**config.mk**
```make
export PLATFORM = sky130hd
export DESIGN_NAME = uolpc_top
export DESIGN_NICKNAME = d
export VERILOG_FILES = /design/src/verilog/uolpc_pkg.sv /design/src/verilog/uolpc_top.sv /design/src/verilog/uolpc_sync.sv /design/src/verilog/uolpc_settle.sv
export VERILOG_INCLUDE_DIRS = /design/src /design/src/verilog
export SDC_FILE = /design/constraint.sdc
export NUM_CORES = 1
export LEC_CHECK = 0
export BUFFER_PORTS_ARGS = -buffer_cell sky130_fd_sc_hd__buf_4
export CAP_MARGIN = 15
export CORE_ASPECT_RATIO = 0.5
export CORE_MARGIN = 3
export CORE_UTILIZATION = 52
export DETAILED_ROUTE_END_ITERATION = 8
export PLACE_DENSITY = 0.94
export SLEW_MARGIN = 25
export SYNTH_ARGS = -nofsm -noshare
export SYNTH_HDL_FRONTEND = slang
export SYNTH_SLANG_ARGS = --single-unit
```
**constraint.sdc**
```tcl
create_clock -name sys_clk -period 3.9 [get_ports sys_clk]
set_input_delay 0.39 -clock sys_clk [delete_from_list [all_inputs] [get_ports sys_clk]]
set_output_delay 0.39 -clock sys_clk [all_outputs]
set_load 0.05 [all_outputs]
```
**src/verilog/uolpc_defines.svh**
```systemverilog
// Purpose: register offsets, field positions and reset values
// Assumes: 32-bit register port, word offsets
// Notes: offsets are local choices
`ifndef UOLPC_DEFINES_SVH
`define UOLPC_DEFINES_SVH
`define UOLPC_OFS_LINE 8'h00
`define UOLPC_OFS_PWR 8'h04
`define UOLPC_LINE_RESET 8'h00
`define UOLPC_PWR_RESET 8'h00
`define UOLPC_LINE_DPPU 7
`define UOLPC_LINE_DMPU 6
`define UOLPC_LINE_DPPD 5
`define UOLPC_LINE_DMPD 4
`define UOLPC_LINE_VON 3
`define UOLPC_LINE_OWN 2
`define UOLPC_LINE_CHG 1
`define UOLPC_LINE_DIS 0
`define UOLPC_PWR_ACT 7
`define UOLPC_PWR_GUARD 4
`define UOLPC_PWR_BUSY 3
`define UOLPC_PWR_SUSP 1
`define UOLPC_PWR_EN 0
`define UOLPC_PWR_WMASK 8'h13
`define UOLPC_SETTLE_NS 200
`define UOLPC_CLK_NS 40
`define UOLPC_SETTLE_CYC ((`UOLPC_SETTLE_NS + `UOLPC_CLK_NS - 1) / `UOLPC_CLK_NS)
`endif

```
**src/verilog/uolpc_pkg.sv**
```systemverilog
// Purpose: shared types of the line and power control block
// Assumes: nothing
// Notes: constants live in uolpc_defines.svh
package uolpc_pkg;
   typedef enum logic [1:0] {
      UOLPC_OFF,
      UOLPC_ON,
      UOLPC_SETTLE
   } uolpc_pwr_state_t;
endpackage

```
**src/verilog/uolpc_top.sv**
```systemverilog
// Purpose: data-line resistor, bus supply and module power control
// Assumes: one clock sys_clk at 25 MHz, synchronous active-low reset
// Notes: bus activity and hardware resistor requests arrive from pins
`timescale 1ns/100ps
`include "uolpc_defines.svh"

// Contract
// line control bits 31..8 read zero; low byte read/write, resets zero.
// bit 7 enables D+ pull-up, bit 6 enables D- pull-up.
// bit 5 enables D+ pull-down, bit 4 enables D- pull-down.
// ownership bit 2 set gives resistors to software, else hardware drives.
// bit 3 drives the bus supply power output.
// bit 1 enables charging the supply line through a pull-up.
// bit 0 enables discharging the supply line through a pull-down.
// activity pending reads one when activity seen, notification not yet given.
// guard bit 4 blocks sleep while activity or notification pending.
// busy reads one while active or disabled but not yet ready.
// suspend bit gates the 48 MHz clock and idles the transceiver.
// clearing enable holds outputs inactive and shuts analog features.
// software avoids other registers while disabled and busy.
// power bits 6,5,2 and 31..8 read zero; implemented bits reset zero.
// writes to read-only or unimplemented bits change nothing.
module uolpc_top
   import uolpc_pkg::*;
(
   input wire logic sys_clk,
   input wire logic resetn,
   input wire logic clk_en,
   input wire logic [7:0] reg_addr,
   input wire logic [31:0] reg_wdata,
   input wire logic reg_wr,
   input wire logic reg_rd,
   output logic [31:0] reg_rdata,
   input wire logic bus_activity,
   input wire logic notify_sent,
   input wire logic [3:0] hw_resistor_req,
   output logic dplus_pullup_en,
   output logic dminus_pullup_en,
   output logic dplus_pulldown_en,
   output logic dminus_pulldown_en,
   output logic supply_power_on,
   output logic supply_charge_en,
   output logic supply_discharge_en,
   output logic usb_clk_gate_en,
   output logic xcvr_low_power,
   output logic pins_owned,
   output logic analog_en,
   output logic sleep_block
);
   // ----------------------------------------
   // state
   // ----------------------------------------
   typedef struct packed {
      logic [7:0] line;
      logic guard;
      logic suspend;
      logic enable;
      logic pending;
      uolpc_pwr_state_t pstate;
      logic [31:0] rdata;
      logic [3:0] res;
      logic [2:0] supply;
      logic clk_gate;
      logic low_pwr;
      logic owned;
      logic analog;
      logic sleep_blk;
   } uolpc_top_t;
   uolpc_top_t st;
   uolpc_top_t next_st;

   logic act_s;
   logic notify_s;
   logic [3:0] hw_req_s;
   logic settle_busy;
   logic settle_start;
   logic busy;
   logic [7:0] pwr_view;
   logic [3:0] res_sel;
   logic [7:0] line_w;

   // ----------------------------------------
   // pin inputs
   // ----------------------------------------
   uolpc_sync #(.WIDTH(6)) u_sync (
      .sys_clk(sys_clk),
      .resetn(resetn),
      .clk_en(clk_en),
      .async_in({bus_activity, notify_sent, hw_resistor_req}),
      .sync_out({act_s, notify_s, hw_req_s})
   );

   uolpc_settle u_settle (
      .sys_clk(sys_clk),
      .resetn(resetn),
      .clk_en(clk_en),
      .start(settle_start),
      .busy(settle_busy)
   );

   // ----------------------------------------
   // derived status
   // ----------------------------------------
   // disabling starts the settle count; re-enable waits for it
   assign settle_start = clk_en && st.pstate == UOLPC_ON && !st.enable;
   assign busy = st.pstate != UOLPC_OFF || settle_busy;
   assign pwr_view = {st.pending, 2'b00, st.guard, busy, 1'b0, st.suspend, st.enable};
   assign line_w = st.line;

   always_comb begin
      next_st = st;
      res_sel = '0;
      if (clk_en) begin
         // --------------------------------
         // register writes
         // --------------------------------
         if (reg_wr && reg_addr == `UOLPC_OFS_LINE) begin
            next_st.line = reg_wdata[7:0];
         end
         if (reg_wr && reg_addr == `UOLPC_OFS_PWR) begin
            // only writable fields taken
            next_st.guard = reg_wdata[`UOLPC_PWR_GUARD];
            next_st.suspend = reg_wdata[`UOLPC_PWR_SUSP];
            next_st.enable = reg_wdata[`UOLPC_PWR_EN];
         end
         // --------------------------------
         // reads: data in the next cycle only
         // --------------------------------
         next_st.rdata = 32'h0000_0000;
         if (reg_rd) begin
            case (reg_addr)
               `UOLPC_OFS_LINE: next_st.rdata = {24'h00_0000, line_w};
               `UOLPC_OFS_PWR: next_st.rdata = {24'h00_0000, pwr_view};
               default: next_st.rdata = 32'h0000_0000;
            endcase
         end
         // --------------------------------
         // activity pending: set wins over notification
         // --------------------------------
         if (act_s && st.enable) begin
            next_st.pending = 1'b1;
         end else if (notify_s) begin
            next_st.pending = 1'b0;
         end
         // --------------------------------
         // power sequence
         // --------------------------------
         case (st.pstate)
            UOLPC_OFF: if (st.enable && !settle_busy) next_st.pstate = UOLPC_ON;
            UOLPC_ON: if (!st.enable) next_st.pstate = UOLPC_SETTLE;
            UOLPC_SETTLE: if (!settle_busy) next_st.pstate = UOLPC_OFF;
            default: next_st.pstate = UOLPC_OFF;
         endcase
         // --------------------------------
         // outputs
         // --------------------------------
         if (line_w[`UOLPC_LINE_OWN]) begin
            res_sel = line_w[7:4];
         end else begin
            res_sel = hw_req_s;
         end
         if (st.enable) begin
            next_st.res = res_sel;
            next_st.supply = line_w[`UOLPC_LINE_VON:`UOLPC_LINE_VON] == 1'b1 ?
               {1'b1, line_w[1:0]} : {1'b0, line_w[1:0]};
            next_st.clk_gate = !st.suspend;
            next_st.low_pwr = st.suspend;
            next_st.owned = 1'b1;
            next_st.analog = 1'b1;
         end else begin
            // disabled: everything inactive, transceiver held in low power
            next_st.res = 4'h0;
            next_st.supply = 3'h0;
            next_st.clk_gate = 1'b0;
            next_st.low_pwr = 1'b1;
            next_st.owned = 1'b0;
            next_st.analog = 1'b0;
         end
         next_st.sleep_blk = st.guard && (act_s || st.pending);
      end
   end

   always_ff @(posedge sys_clk) begin
      if (!resetn) begin
         st <= '0;
      end else begin
         st <= next_st;
      end
   end

   assign reg_rdata = st.rdata;
   assign dplus_pullup_en = st.res[3];
   assign dminus_pullup_en = st.res[2];
   assign dplus_pulldown_en = st.res[1];
   assign dminus_pulldown_en = st.res[0];
   assign supply_power_on = st.supply[2];
   assign supply_charge_en = st.supply[1];
   assign supply_discharge_en = st.supply[0];
   assign usb_clk_gate_en = st.clk_gate;
   assign xcvr_low_power = st.low_pwr;
   assign pins_owned = st.owned;
   assign analog_en = st.analog;
   assign sleep_block = st.sleep_blk;

   // ----------------------------------------
   // checks
   // ----------------------------------------
   property p_line_read;
      @(posedge sys_clk) disable iff (!resetn)
      clk_en && reg_rd && reg_addr == `UOLPC_OFS_LINE |=> reg_rdata[31:8] == 24'h00_0000;
   endproperty
   a_line_read: assert property (p_line_read) else $error("line upper bits not zero");

   property p_pullup;
      @(posedge sys_clk) disable iff (!resetn)
      clk_en && st.enable && line_w[`UOLPC_LINE_OWN]
         |=> dplus_pullup_en == $past(line_w[7]) && dminus_pullup_en == $past(line_w[6]);
   endproperty
   a_pullup: assert property (p_pullup) else $error("pull-up does not follow bits");

   property p_pulldown;
      @(posedge sys_clk) disable iff (!resetn)
      clk_en && st.enable && line_w[`UOLPC_LINE_OWN]
         |=> dplus_pulldown_en == $past(line_w[5]) && dminus_pulldown_en == $past(line_w[4]);
   endproperty
   a_pulldown: assert property (p_pulldown) else $error("pull-down does not follow bits");

   property p_hw_own;
      @(posedge sys_clk) disable iff (!resetn)
      clk_en && st.enable && !line_w[`UOLPC_LINE_OWN]
         |=> {dplus_pullup_en, dminus_pullup_en, dplus_pulldown_en, dminus_pulldown_en}
            == $past(hw_req_s);
   endproperty
   a_hw_own: assert property (p_hw_own) else $error("hardware ownership ignored");

   property p_supply;
      @(posedge sys_clk) disable iff (!resetn)
      clk_en && st.enable |=> supply_power_on == $past(line_w[3])
         && supply_charge_en == $past(line_w[1]) && supply_discharge_en == $past(line_w[0]);
   endproperty
   a_supply: assert property (p_supply) else $error("supply outputs wrong");

   property p_suspend;
      @(posedge sys_clk) disable iff (!resetn)
      clk_en && st.enable && st.suspend |=> !usb_clk_gate_en && xcvr_low_power;
   endproperty
   a_suspend: assert property (p_suspend) else $error("suspend did not gate clock");

   property p_disable;
      @(posedge sys_clk) disable iff (!resetn)
      clk_en && !st.enable |=> !pins_owned && !analog_en && !supply_power_on;
   endproperty
   a_disable: assert property (p_disable) else $error("disabled outputs active");

   property p_guard;
      @(posedge sys_clk) disable iff (!resetn)
      clk_en && !st.guard |=> !sleep_block;
   endproperty
   a_guard: assert property (p_guard) else $error("sleep blocked without guard");

   property p_pwr_read;
      @(posedge sys_clk) disable iff (!resetn)
      clk_en && reg_rd && reg_addr == `UOLPC_OFS_PWR
         |=> reg_rdata[6:5] == 2'b00 && reg_rdata[2] == 1'b0 && reg_rdata[3] == $past(busy);
   endproperty
   a_pwr_read: assert property (p_pwr_read) else $error("power register read wrong");

   property p_line_write;
      @(posedge sys_clk) disable iff (!resetn)
      clk_en && reg_wr && reg_addr == `UOLPC_OFS_LINE |=> st.line == $past(reg_wdata[7:0]);
   endproperty
   a_line_write: assert property (p_line_write) else $error("line write lost");

   property p_rdata_idle;
      @(posedge sys_clk) disable iff (!resetn)
      clk_en && !reg_rd |=> reg_rdata == 32'h0000_0000;
   endproperty
   a_rdata_idle: assert property (p_rdata_idle) else $error("read data outside slot");

   property p_pending_set;
      @(posedge sys_clk) disable iff (!resetn)
      clk_en && act_s && st.enable |=> st.pending;
   endproperty
   a_pending_set: assert property (p_pending_set) else $error("pending not set");

   property p_pending_clear;
      @(posedge sys_clk) disable iff (!resetn)
      clk_en && notify_s && !(act_s && st.enable) |=> !st.pending;
   endproperty
   a_pending_clear: assert property (p_pending_clear) else $error("pending stuck");

   property p_guard_block;
      @(posedge sys_clk) disable iff (!resetn)
      clk_en && st.guard && st.pending |=> sleep_block;
   endproperty
   a_guard_block: assert property (p_guard_block) else $error("guard did not block");

   property p_busy_settle;
      @(posedge sys_clk) disable iff (!resetn)
      clk_en && st.pstate == UOLPC_ON && !st.enable |=> busy;
   endproperty
   a_busy_settle: assert property (p_busy_settle) else $error("busy low in settle");

   property p_stray_write;
      @(posedge sys_clk) disable iff (!resetn)
      clk_en && reg_wr && reg_addr != `UOLPC_OFS_LINE && reg_addr != `UOLPC_OFS_PWR
         |=> st.line == $past(st.line)
            && {st.guard, st.suspend, st.enable} == $past({st.guard, st.suspend, st.enable});
   endproperty
   a_stray_write: assert property (p_stray_write) else $error("stray write landed");

   c_enable: cover property (@(posedge sys_clk) disable iff (!resetn) $rose(st.enable));
   c_settle: cover property (@(posedge sys_clk) disable iff (!resetn) $fell(settle_busy));
   c_pending: cover property (@(posedge sys_clk) disable iff (!resetn) $rose(st.pending));
   c_suspend: cover property (@(posedge sys_clk) disable iff (!resetn) $rose(st.suspend));
endmodule

```
**src/verilog/uolpc_sync.sv**
```systemverilog
// Purpose: two-flop synchroniser for pin-level inputs
// Assumes: single clock sys_clk
// Notes: first stage read only by the second
`timescale 1ns/100ps
module uolpc_sync #(
   parameter int WIDTH = 1
) (
   input wire logic sys_clk,
   input wire logic resetn,
   input wire logic clk_en,
   input wire logic [WIDTH-1:0] async_in,
   output logic [WIDTH-1:0] sync_out
);
   typedef struct packed {
      logic [WIDTH-1:0] meta;
      logic [WIDTH-1:0] sync;
   } uolpc_sync_t;
   uolpc_sync_t st;
   uolpc_sync_t next_st;

   always_comb begin
      next_st = st;
      if (clk_en) begin
         next_st.meta = async_in;
         next_st.sync = st.meta;
      end
   end

   always_ff @(posedge sys_clk) begin
      if (!resetn) begin
         st <= '0;
      end else begin
         st <= next_st;
      end
   end

   assign sync_out = st.sync;
endmodule

```
**src/verilog/uolpc_settle.sv**
```systemverilog
// Purpose: counts settle time after the module is disabled
// Assumes: start is a one-cycle pulse
// Notes: busy high from start until the count runs out
`timescale 1ns/100ps
`include "uolpc_defines.svh"
module uolpc_settle (
   input wire logic sys_clk,
   input wire logic resetn,
   input wire logic clk_en,
   input wire logic start,
   output logic busy
);
   typedef struct packed {
      logic [7:0] cnt;
      logic busy;
   } uolpc_settle_t;
   uolpc_settle_t st;
   uolpc_settle_t next_st;

   always_comb begin
      next_st = st;
      if (clk_en) begin
         if (start) begin
            next_st.cnt = 8'(`UOLPC_SETTLE_CYC);
            next_st.busy = 1'b1;
         end else if (st.cnt > 8'h01) begin
            next_st.cnt = st.cnt - 8'h01;
         end else begin
            next_st.cnt = 8'h00;
            next_st.busy = 1'b0;
         end
      end
   end

   always_ff @(posedge sys_clk) begin
      if (!resetn) begin
         st <= '0;
      end else begin
         st <= next_st;
      end
   end

   assign busy = st.busy;
endmodule

```
Word-level counts from Yosys, hierarchy flattened
Cells that the tools add are included.
{ "classes": {"n_addsub": 1, "order_cmp": 1, "eq_ne": 7, "mux": 14, "n_reduce_logical": 21} }
{ "op_table": {"columns": ["operator", "count"], "rows": [
  ["8-bit two-way mux", 2],
  ["8-bit one-hot mux with 2 select lines", 1],
  ["11-bit two-way mux", 1],
  ["9-bit two-way mux", 1],
  ["8-bit by 3-bit equality test with 1-bit output, second input constant", 1],
  ["8-bit by 1-bit > comparator with 1-bit output, second input constant", 1],
  ["8-bit logical NOT", 1],
  ["2-bit inequality test, second input constant", 4],
  ["2-bit AND reduction", 4],
  ["8-bit by 1-bit subtractor with 8-bit output, second input constant", 1],
  ["1-bit logical AND", 7],
  ["2-bit two-way mux", 3],
  ["2-bit one-hot mux with 3 select lines", 1],
  ["4-bit two-way mux", 1],
  ["4-bit AND reduction", 1],
  ["2-bit nonzero test", 2],
  ["1-bit logical NOT", 3],
  ["1-bit two-way mux", 3],
  ["3-bit two-way mux", 1],
  ["2-bit by 1-bit equality test with 1-bit output, second input constant", 1],
  ["2-bit equality test, second input constant", 1],
  ["2-bit logical NOT", 1],
  ["1-bit logical OR", 2]
]} }
{ "word_totals": {"register_bits": 79, "input_bits": 51, "output_inout_bits": 44, "word_cells": 62} }

Logic depth before layout (Yosys ltp)
Gate-level depths: netlist of the first run.
{ "depth": {"depth_word": 5, "ltp_mapped": 6, "depth_no_buf": 6} }

Hierarchy
A second synthesis of the first run with hierarchy kept.
{ "unflattened": {"hier_cells": 291, "area_unflattened_um2": 2738.9} }
{ "by_module_without_submodules": {"columns": ["mod", "n_inst", "cells_per_inst", "area_each_um2"], "rows": [
  ["uolpc_top", 1, 193, 1744.2],
  ["uolpc_settle", 1, 54, 499.2],
  ["uolpc_sync", 1, 44, 495.5]
]} }

Least setup slack after synthesis of the first run
No wires, ideal clock.
{ "synth_path": {"path_kind": "register -> register", "startpoint": "register u_settle.st[1] (netlist bit)", "endpoint": "register u_settle.st[4] (netlist bit)", "setup_ps": 64, "arrival_ps": 1533, "t_required_ps": 3836, "setup_slack_ps": 2302, "path_stages_with_launch": 7, "period_less_slack_ps": 1598, "cell_sequence": "dfxtp_1 > inv_1 > ha_1 > or2_2 > and3_1 > a211o_1 > nor2_1"} }
{ "synth_between": {"elab_chain_len": 3, "word_cells_on_any_way": 4, "cone_classes": "add/sub (1); order compare (1); mux (2)"} }
{ "synth_lines": {"columns": ["item", "line", "source"], "rows": [
  ["from (decl)", "uolpc_settle.sv:17", "uolpc_settle_t st;"],
  ["from (signal assigned)", "uolpc_settle.sv:39", "st <= next_st;"],
  ["8-bit by 1-bit subtractor with 8-bit output / 8-bit by 1-bit > comparator with 1-bit output (equally long branches)", "uolpc_settle.sv:27, uolpc_settle.sv:26", null],
  ["8-bit two-way mux (*)", "uolpc_settle.sv:26", "end else if (st.cnt > 8'h01) begin"],
  ["9-bit two-way mux (*)", "uolpc_settle.sv:23", "if (start) begin"]
]} }
Mark *: on every way between the ends. The rest lies on a longest branch, timed or not.
A chain may end at the register's enable or synchronous reset.

Worst setup path after layout of the first run
Same ends and word-level chain as after synthesis.

==> impl_metrics.yaml, run 1 <==
clock_tree:
  h-tree-depth: 2
  clkSinkCount: 54
  numCtsBuffers: 5
  cts_tree: "built"
  cts_buffer_depth: 2
  cts_setup_buffers: 0
  cts_root_buf: "clkbuf_8"
  clock_latency_ns: 0.31
  cts.hold.buffers_added: 0
  cts_resized: 0
  cts.reportedPaths.clkPinSlew_ns: 0.10
sta:
  finalCritPeriodShare_pct: 49.4
  relSlewSlack_pct: 35.9
  slew_viol_final: 0
  tightest_slew_ns: 0.960
  hold_viol_final: 0
  finalSetupTns_ns: 0
  rsz0062_at_grt: "no"
  fmax_ghz: 0.519
  skew_ns: 0.0111
  min_period_ns: 1.93
  setup_violations: 0
yosys:
  ys.flop_type: "dfxtp_1"
  synth_edf_count: 0
  synthesis.instances: 279
  syn-cell-area_sq_mm: 0.00249
  yosysWarnings: 0
  async_reset_ff_share_pct: 0
  avgSynthCellArea_sq_um: 8.94
  seq_area_frac_synth_pct: 43.3
  synth.distinct_cells: 45
  ys_ff_latch: 54
  synthTopCellsByArea: "dfxtp_1 43%, buf_4 10%, mux2i_1 8.0%"
  synth_top_cell_by_area: "dfxtp_1"
  yosysMostFrequentCell: "dfxtp_1"
  synth_common_cells: "54 x dfxtp_1, 36 x nor2_1, 34 x buf_4, 20 x mux2i_1, 19 x nand2_1"
  synth_top_area_share_pct: 43.3
setup_path:
  worstSetupEndpoint: "u_settle.st[4]"
  crit_start: "u_settle.st[1]"
  r2r-start: "u_settle.st[1]"
  crit_chain: "inv_1, ha_1, or2_2, and3_1, a211o_1, nor2_1"
  cp.depth: 6
  end_kind: "register"
  cp_slowest_cell: "dfxtp_1"
  r2r-end: "u_settle.st[4]"
  r2r_slack_ns: 1.97
  reg2reg_depth: 6
  critPathBufInv: 1
  critical_path_class: "reg2reg"
  max_stage_delay_ns: 0.43
  cp-start-kind: "register"
  crit_fanout: 5
  required_ns: 4.15
  path_delay_family: "simple AND/OR/NAND/NOR gates"
  cp.arrival_ns: 2.18
worst_hold_path:
  hp-class: "in2reg"
power_and_ir_drop:
  leakagePower_nw: 1.18
  pwr_density_cell_mw_per_mm2: 511
  ir_worst_vdd_mv: 0.229
place:
  place_inst: 365
  globalplace.congestion: 0.750
  dp.final_hpwl_um: 3650
  io_buffer_count: 46
finish:
  nets: 359
  drive_gt1_share_pct: 19.9
  area_growth_pct: 12.5
  final_cells: 373
  fill_cells: 345
  diodes: 0
  multiInputGateArea_sq_mm: 0.00116
  seqCellArea_sq_mm: 0.00108
drt:
  first_iter_violations: 102
  drcViolationCount: 0
  vias: 1975
  viasPerCell: 5.29
  wl_per_cell_um: 14.1
  drt_first_pass_iters: 4
  ant_nets: 0
  drt-total-wl_um: 5270
flow_run:
  cap_violations: 0
grt:
  antenna_found_initial: 0
  grt_pass1_wl_um: 8120
  grt_max_degree: 37
  gr-usage-all-layers_pct: 17.8
  grt_overflow: 0
  first_global_vias: 1792
die:
  start_util_pct: 55.3
  boundaryPins: 95
  die_h_um: 55.0
  row_count: 17
  die-width_um: 104
  floorplan.core_area_sq_mm: 0.00451
  die_area_sq_mm: 0.00572
outcome:
  outcome: "finished clean"
## tightest hold or removal path: stages
cell,delay [ns]
buf_4,0.08
mux2i_1,0.05
nor2_1,0.07
## state kept, by name (all words and copies together) (netlist names), 2 cells and up
register	cells
u_sync.sync_out	6
u_sync.st	6
pwr_view	4
st	2
u_settle.st	8
line_w	8
reg_rdata	8
## worst min path at each step
stage	slack [ns]	start	depth (start not counted)	to
finish	0.31	hw_resistor_req[0]	3	u_sync.st[6]
global route	0.31	hw_resistor_req[0]	3	u_sync.st[6]
CTS	0.31	notify_sent	3	u_sync.st[10]
detailed placement	0.46	supply_charge_en	2	supply_charge_en
global placement	0.45	supply_power_on	2	supply_power_on
floorplan	0.44	line_w[5]	2	line_w[5]
## final cells by class
| type | instances | area share, % |
|---|---|---|
| Clock buffer | 6 | 2.94 |
| Sequential cell | 54 | 38.5 |
| Tap cell | 66 | 2.94 |
| Multi-Input combinational cell | 194 | 41.2 |
| Clock inverter | 2 | 1.38 |
| Inverter | 5 | 0.669 |
| Timing Repair Buffer | 46 | 12.3 |
## cells by family (layout without fill, tap and decap cells)
group	after synthesis	in the layout	synth area share (%)
mux	20	20	8.02
buf+inv	54	59	13.7
other cells	1	24	0.150
simple gates	97	97	20.8
xor+xnor	4	4	1.40
compound gates	47	47	11.6
flops	54	54	43.3
fa+ha+maj	2	2	1.00
## metal layers
layer  track usage, %  share of wire (%)
met1             18.6                 41
met2             35.8                 52
met3             3.94                5.5
met4             8.83                1.5
met5                0                  0
## report_power, final
| part | switching [mW] | internal (mW) | leakage [nW] |
|---|---|---|---|
| sequential | 0.0608 | 0.599 | 0.438 |
| combinational | 0.227 | 0.151 | 0.683 |
| clock | 0.185 | 0.211 | 0.0618 |
## metrics by stage
stage | total power [mW] | utilization [%] | hold WS (ns) | worst slack (ns) | area (sq um)
5_1_grt | 1.49 | 62.2 | 0.313 | 1.94 | 2810
2_1_floorplan | 0.965 | - | 0.444 | 2.30 | 2580
4_1_cts | 1.43 | 62.2 | 0.306 | 2.02 | 2810
3_5_place_dp | 1.02 | 59.5 | 0.462 | 1.86 | 2690
6_report | 1.43 | 62.2 | 0.313 | 1.97 | 2810
3_3_place_gp | 0.995 | 59.5 | 0.454 | 1.95 | 2690
## cell usage in the layout (no fill, tap or decap), drive strengths merged, types with 2 or more instances in the layout
cell     count
a2bb2oi      4
nor3b        3
dfxtp       54
a21oi       15
nor2b        4
nand3       15
o21a         6
inv          5
nor4         3
o31a         2
conb        24
xnor2        3
buf         46
ha           2
nor4b        2
clkbuf       6
o21ai       14
a211oi       2
nor2        36
mux2i       20
nand2       19
nor3         5
Power figures use the tool's default switching activity.
==> inputs of run 2 (changes only) <==
CORE_UTILIZATION = 44   (was 52)
PLACE_DENSITY = 0.86   (was 0.94)
clock period = 1.7 ns   (was 3.9 ns; I/O delays follow)
==> impl_metrics.yaml, run 2 (same netlist as run 1, synthesis figures left out) <==
outcome:
  outcome: "finished clean"
finish:
  final_cell_mix: "53 x dfxtp_1, 52 x buf_4, 36 x nor2_1, 24 x conb_1, 20 x mux2i_1"
  diodes: 0
  fill_cells: 434
  area_growth_pct: 16.9
  final_common_cell: "dfxtp_1"
  drive_gt1_share_pct: 22.0
  nets: 365
  final_area_sq_mm: 0.00292
power_and_ir_drop:
  switching_share_pct: 30.4
  power.total_mw: 3.56
  power.share.clock_pct: 33.0
  pwr_density_cell_mw_per_mm2: 1220
  intPower_mw: 2.48
  combPwrFrac_pct: 24.8
  seqPwrFrac_pct: 42.2
  leakagePower_nw: 1.24
  ir_worst_vdd_mv: 0.533
  p_switching_mw: 1.08
setup_path:
  r2r-end: "u_settle.st[4]"
  crit_fanout: 5
  r2r-start: "u_settle.st[1]"
  critical_path_class: "reg2reg"
  end_kind: "register"
  crit_chain: "inv_1, ha_1, or2_2, and3_4, a211o_1, nor2_1"
  r2r_slack_ns: 0.09
  required_ns: 1.93
  reg2reg_depth: 6
  critPathBufInv: 1
  path_delay_family: "simple AND/OR/NAND/NOR gates"
  cp.arrival_ns: 1.84
  cp-start-kind: "register"
  max_stage_delay_ns: 0.36
  cp_slowest_cell: "dfxtp_4"
grt:
  first_global_vias: 1860
  gr-usage-all-layers_pct: 15.7
  antenna_found_initial: 0
  grt_max_degree: 32
  grt_overflow: 0
  grt_pass1_wl_um: 8360
drt:
  drt-total-wl_um: 5130
  drt_first_pass_iters: 5
  first_iter_violations: 77
  wl_per_cell_um: 13.4
  ant_nets: 0
  viasPerCell: 4.95
  vias: 1894
  drcViolationCount: 0
place:
  globalplace.congestion: 0.738
  place_area_sq_mm: 0.00274
  dp.final_hpwl_um: 3700
  io_buffer_count: 46
sta:
  skew_ns: 0.00745
  setup_violations: 0
  rsz0062_at_grt: "no"
  min_period_ns: 1.61
  finalSetupTns_ns: 0
  fmax_ghz: 0.621
  finalCritPeriodShare_pct: 94.7
  slew_viol_final: 0
  hold_viol_final: 0
worst_hold_path:
  hold_start: "hw_resistor_req[3]"
  min_to: "u_sync.st[9]"
  hp-class: "in2reg"
  whs_path_depth: 3
die:
  die_area_sq_mm: 0.00666
  die-width_um: 112
  boundaryPins: 95
  floorplan.core_area_sq_mm: 0.00520
  row_count: 18
  die_h_um: 59.2
  start_util_pct: 48.0
clock_tree:
  cts_buffer_depth: 2
  h-tree-depth: 2
  cts.reportedPaths.clkPinSlew_ns: 0.07
  clkSinkCount: 54
  clock_latency_ns: 0.30
  cts_tree: "built"
  cts_root_buf: "clkbuf_16"
  numCtsBuffers: 5
  cts.hold.buffers_added: 0
flow_run:
  cap_violations: 0
==> run 2: cell count changes in the layout (fill, tap and decap cells not counted) <==
| cell | delta |
|---|---|
| inv_6 | +1 |
| clkbuf_8 | -6 |
| buf_4 | +6 |
| dfxtp_1 | -1 |
| and3_4 | +1 |
| clkbuf_16 | +5 |
| dfxtp_4 | +1 |
| and3_1 | -1 |
==> run 2: what timing repair did <==
action | 4_1_cts | 5_1_grt
buffers inserted | 0 | 0
pin swaps | 0 | 1
setup endpoints to repair | 4 | 4
resized for setup | 1 | 2
==> run 2: tightest hold or removal path, stage by stage <==
cell,delay [ns]
buf_4,0.08
mux2i_1,0.05
nor2_1,0.07
==> run 2: power by group through the flow <==
| stage | Combinational (mW) | Sequential [mW] | Clock [mW] |
|---|---|---|---|
| 2_1_floorplan | 0.727 | 1.49 | 0 |
| 3_3_place_gp | 0.800 | 1.51 | 0 |
| 3_5_place_dp | 0.843 | 1.52 | 0 |
| 4_1_cts | 0.848 | 1.50 | 1.19 |
| 5_1_grt | 0.970 | 1.51 | 1.24 |
| 6_report | 0.884 | 1.50 | 1.17 |
==> run 2: metrics by stage <==
step / cells / setup WS, ns / hold slack [ns] / util [%]
2_1_floorplan: 302 / 0.102 / 0.303 / -
3_3_place_gp: 375 / 0.0255 / 0.405 / 52.6
3_5_place_dp: 375 / -0.0255 / 0.415 / 52.6
4_1_cts: 383 / 0.0112 / 0.109 / 55.9
5_1_grt: 383 / 0.0185 / 0.118 / 56.1
6_report: 383 / 0.0899 / 0.109 / 56.1
==> run 2: worst max path at each step <==
stage	slack [ns]	from	to	depth (start not counted)
floorplan	0.10	u_settle.st[1]	u_settle.st[4]	6
global placement	0.03	u_settle.st[1]	u_settle.st[8]	6
detailed placement	-0.03	u_settle.st[1]	u_settle.st[4]	6
CTS	0.01	u_settle.st[1]	u_settle.st[4]	6
global route	0.02	u_settle.st[1]	u_settle.st[4]	6
finish	0.09	u_settle.st[1]	u_settle.st[4]	6
==> run 2: per-layer routing <==
| metal | wire length [um] | vias to the layer above | global-route usage (%) | part of all wire [%] |
|---|---|---|---|---|
| met1 | 2110 | 876 | 17.5 | 41 |
| li1 | - | 958 | - | - |
| met3 | 237 | 11 | 3.57 | 4.6 |
| met5 | 0 | - | 0 | 0 |
| met4 | 82 | 0 | 5.48 | 1.6 |
| met2 | 2700 | 49 | 30.4 | 53 |
==> run 2: cell type report <==
class | instances | area (sq um) | share of cell area (%)
clock buffers | 5 | 125 | 4.29
clock inverters | 3 | 47.5 | 1.63
inverters | 5 | 18.8 | 0.644
multi-input cells | 194 | 1160 | 39.9
flip-flops and latches | 54 | 1080 | 37.2
well taps | 70 | 87.6 | 3.00
repair buffers | 52 | 390 | 13.4
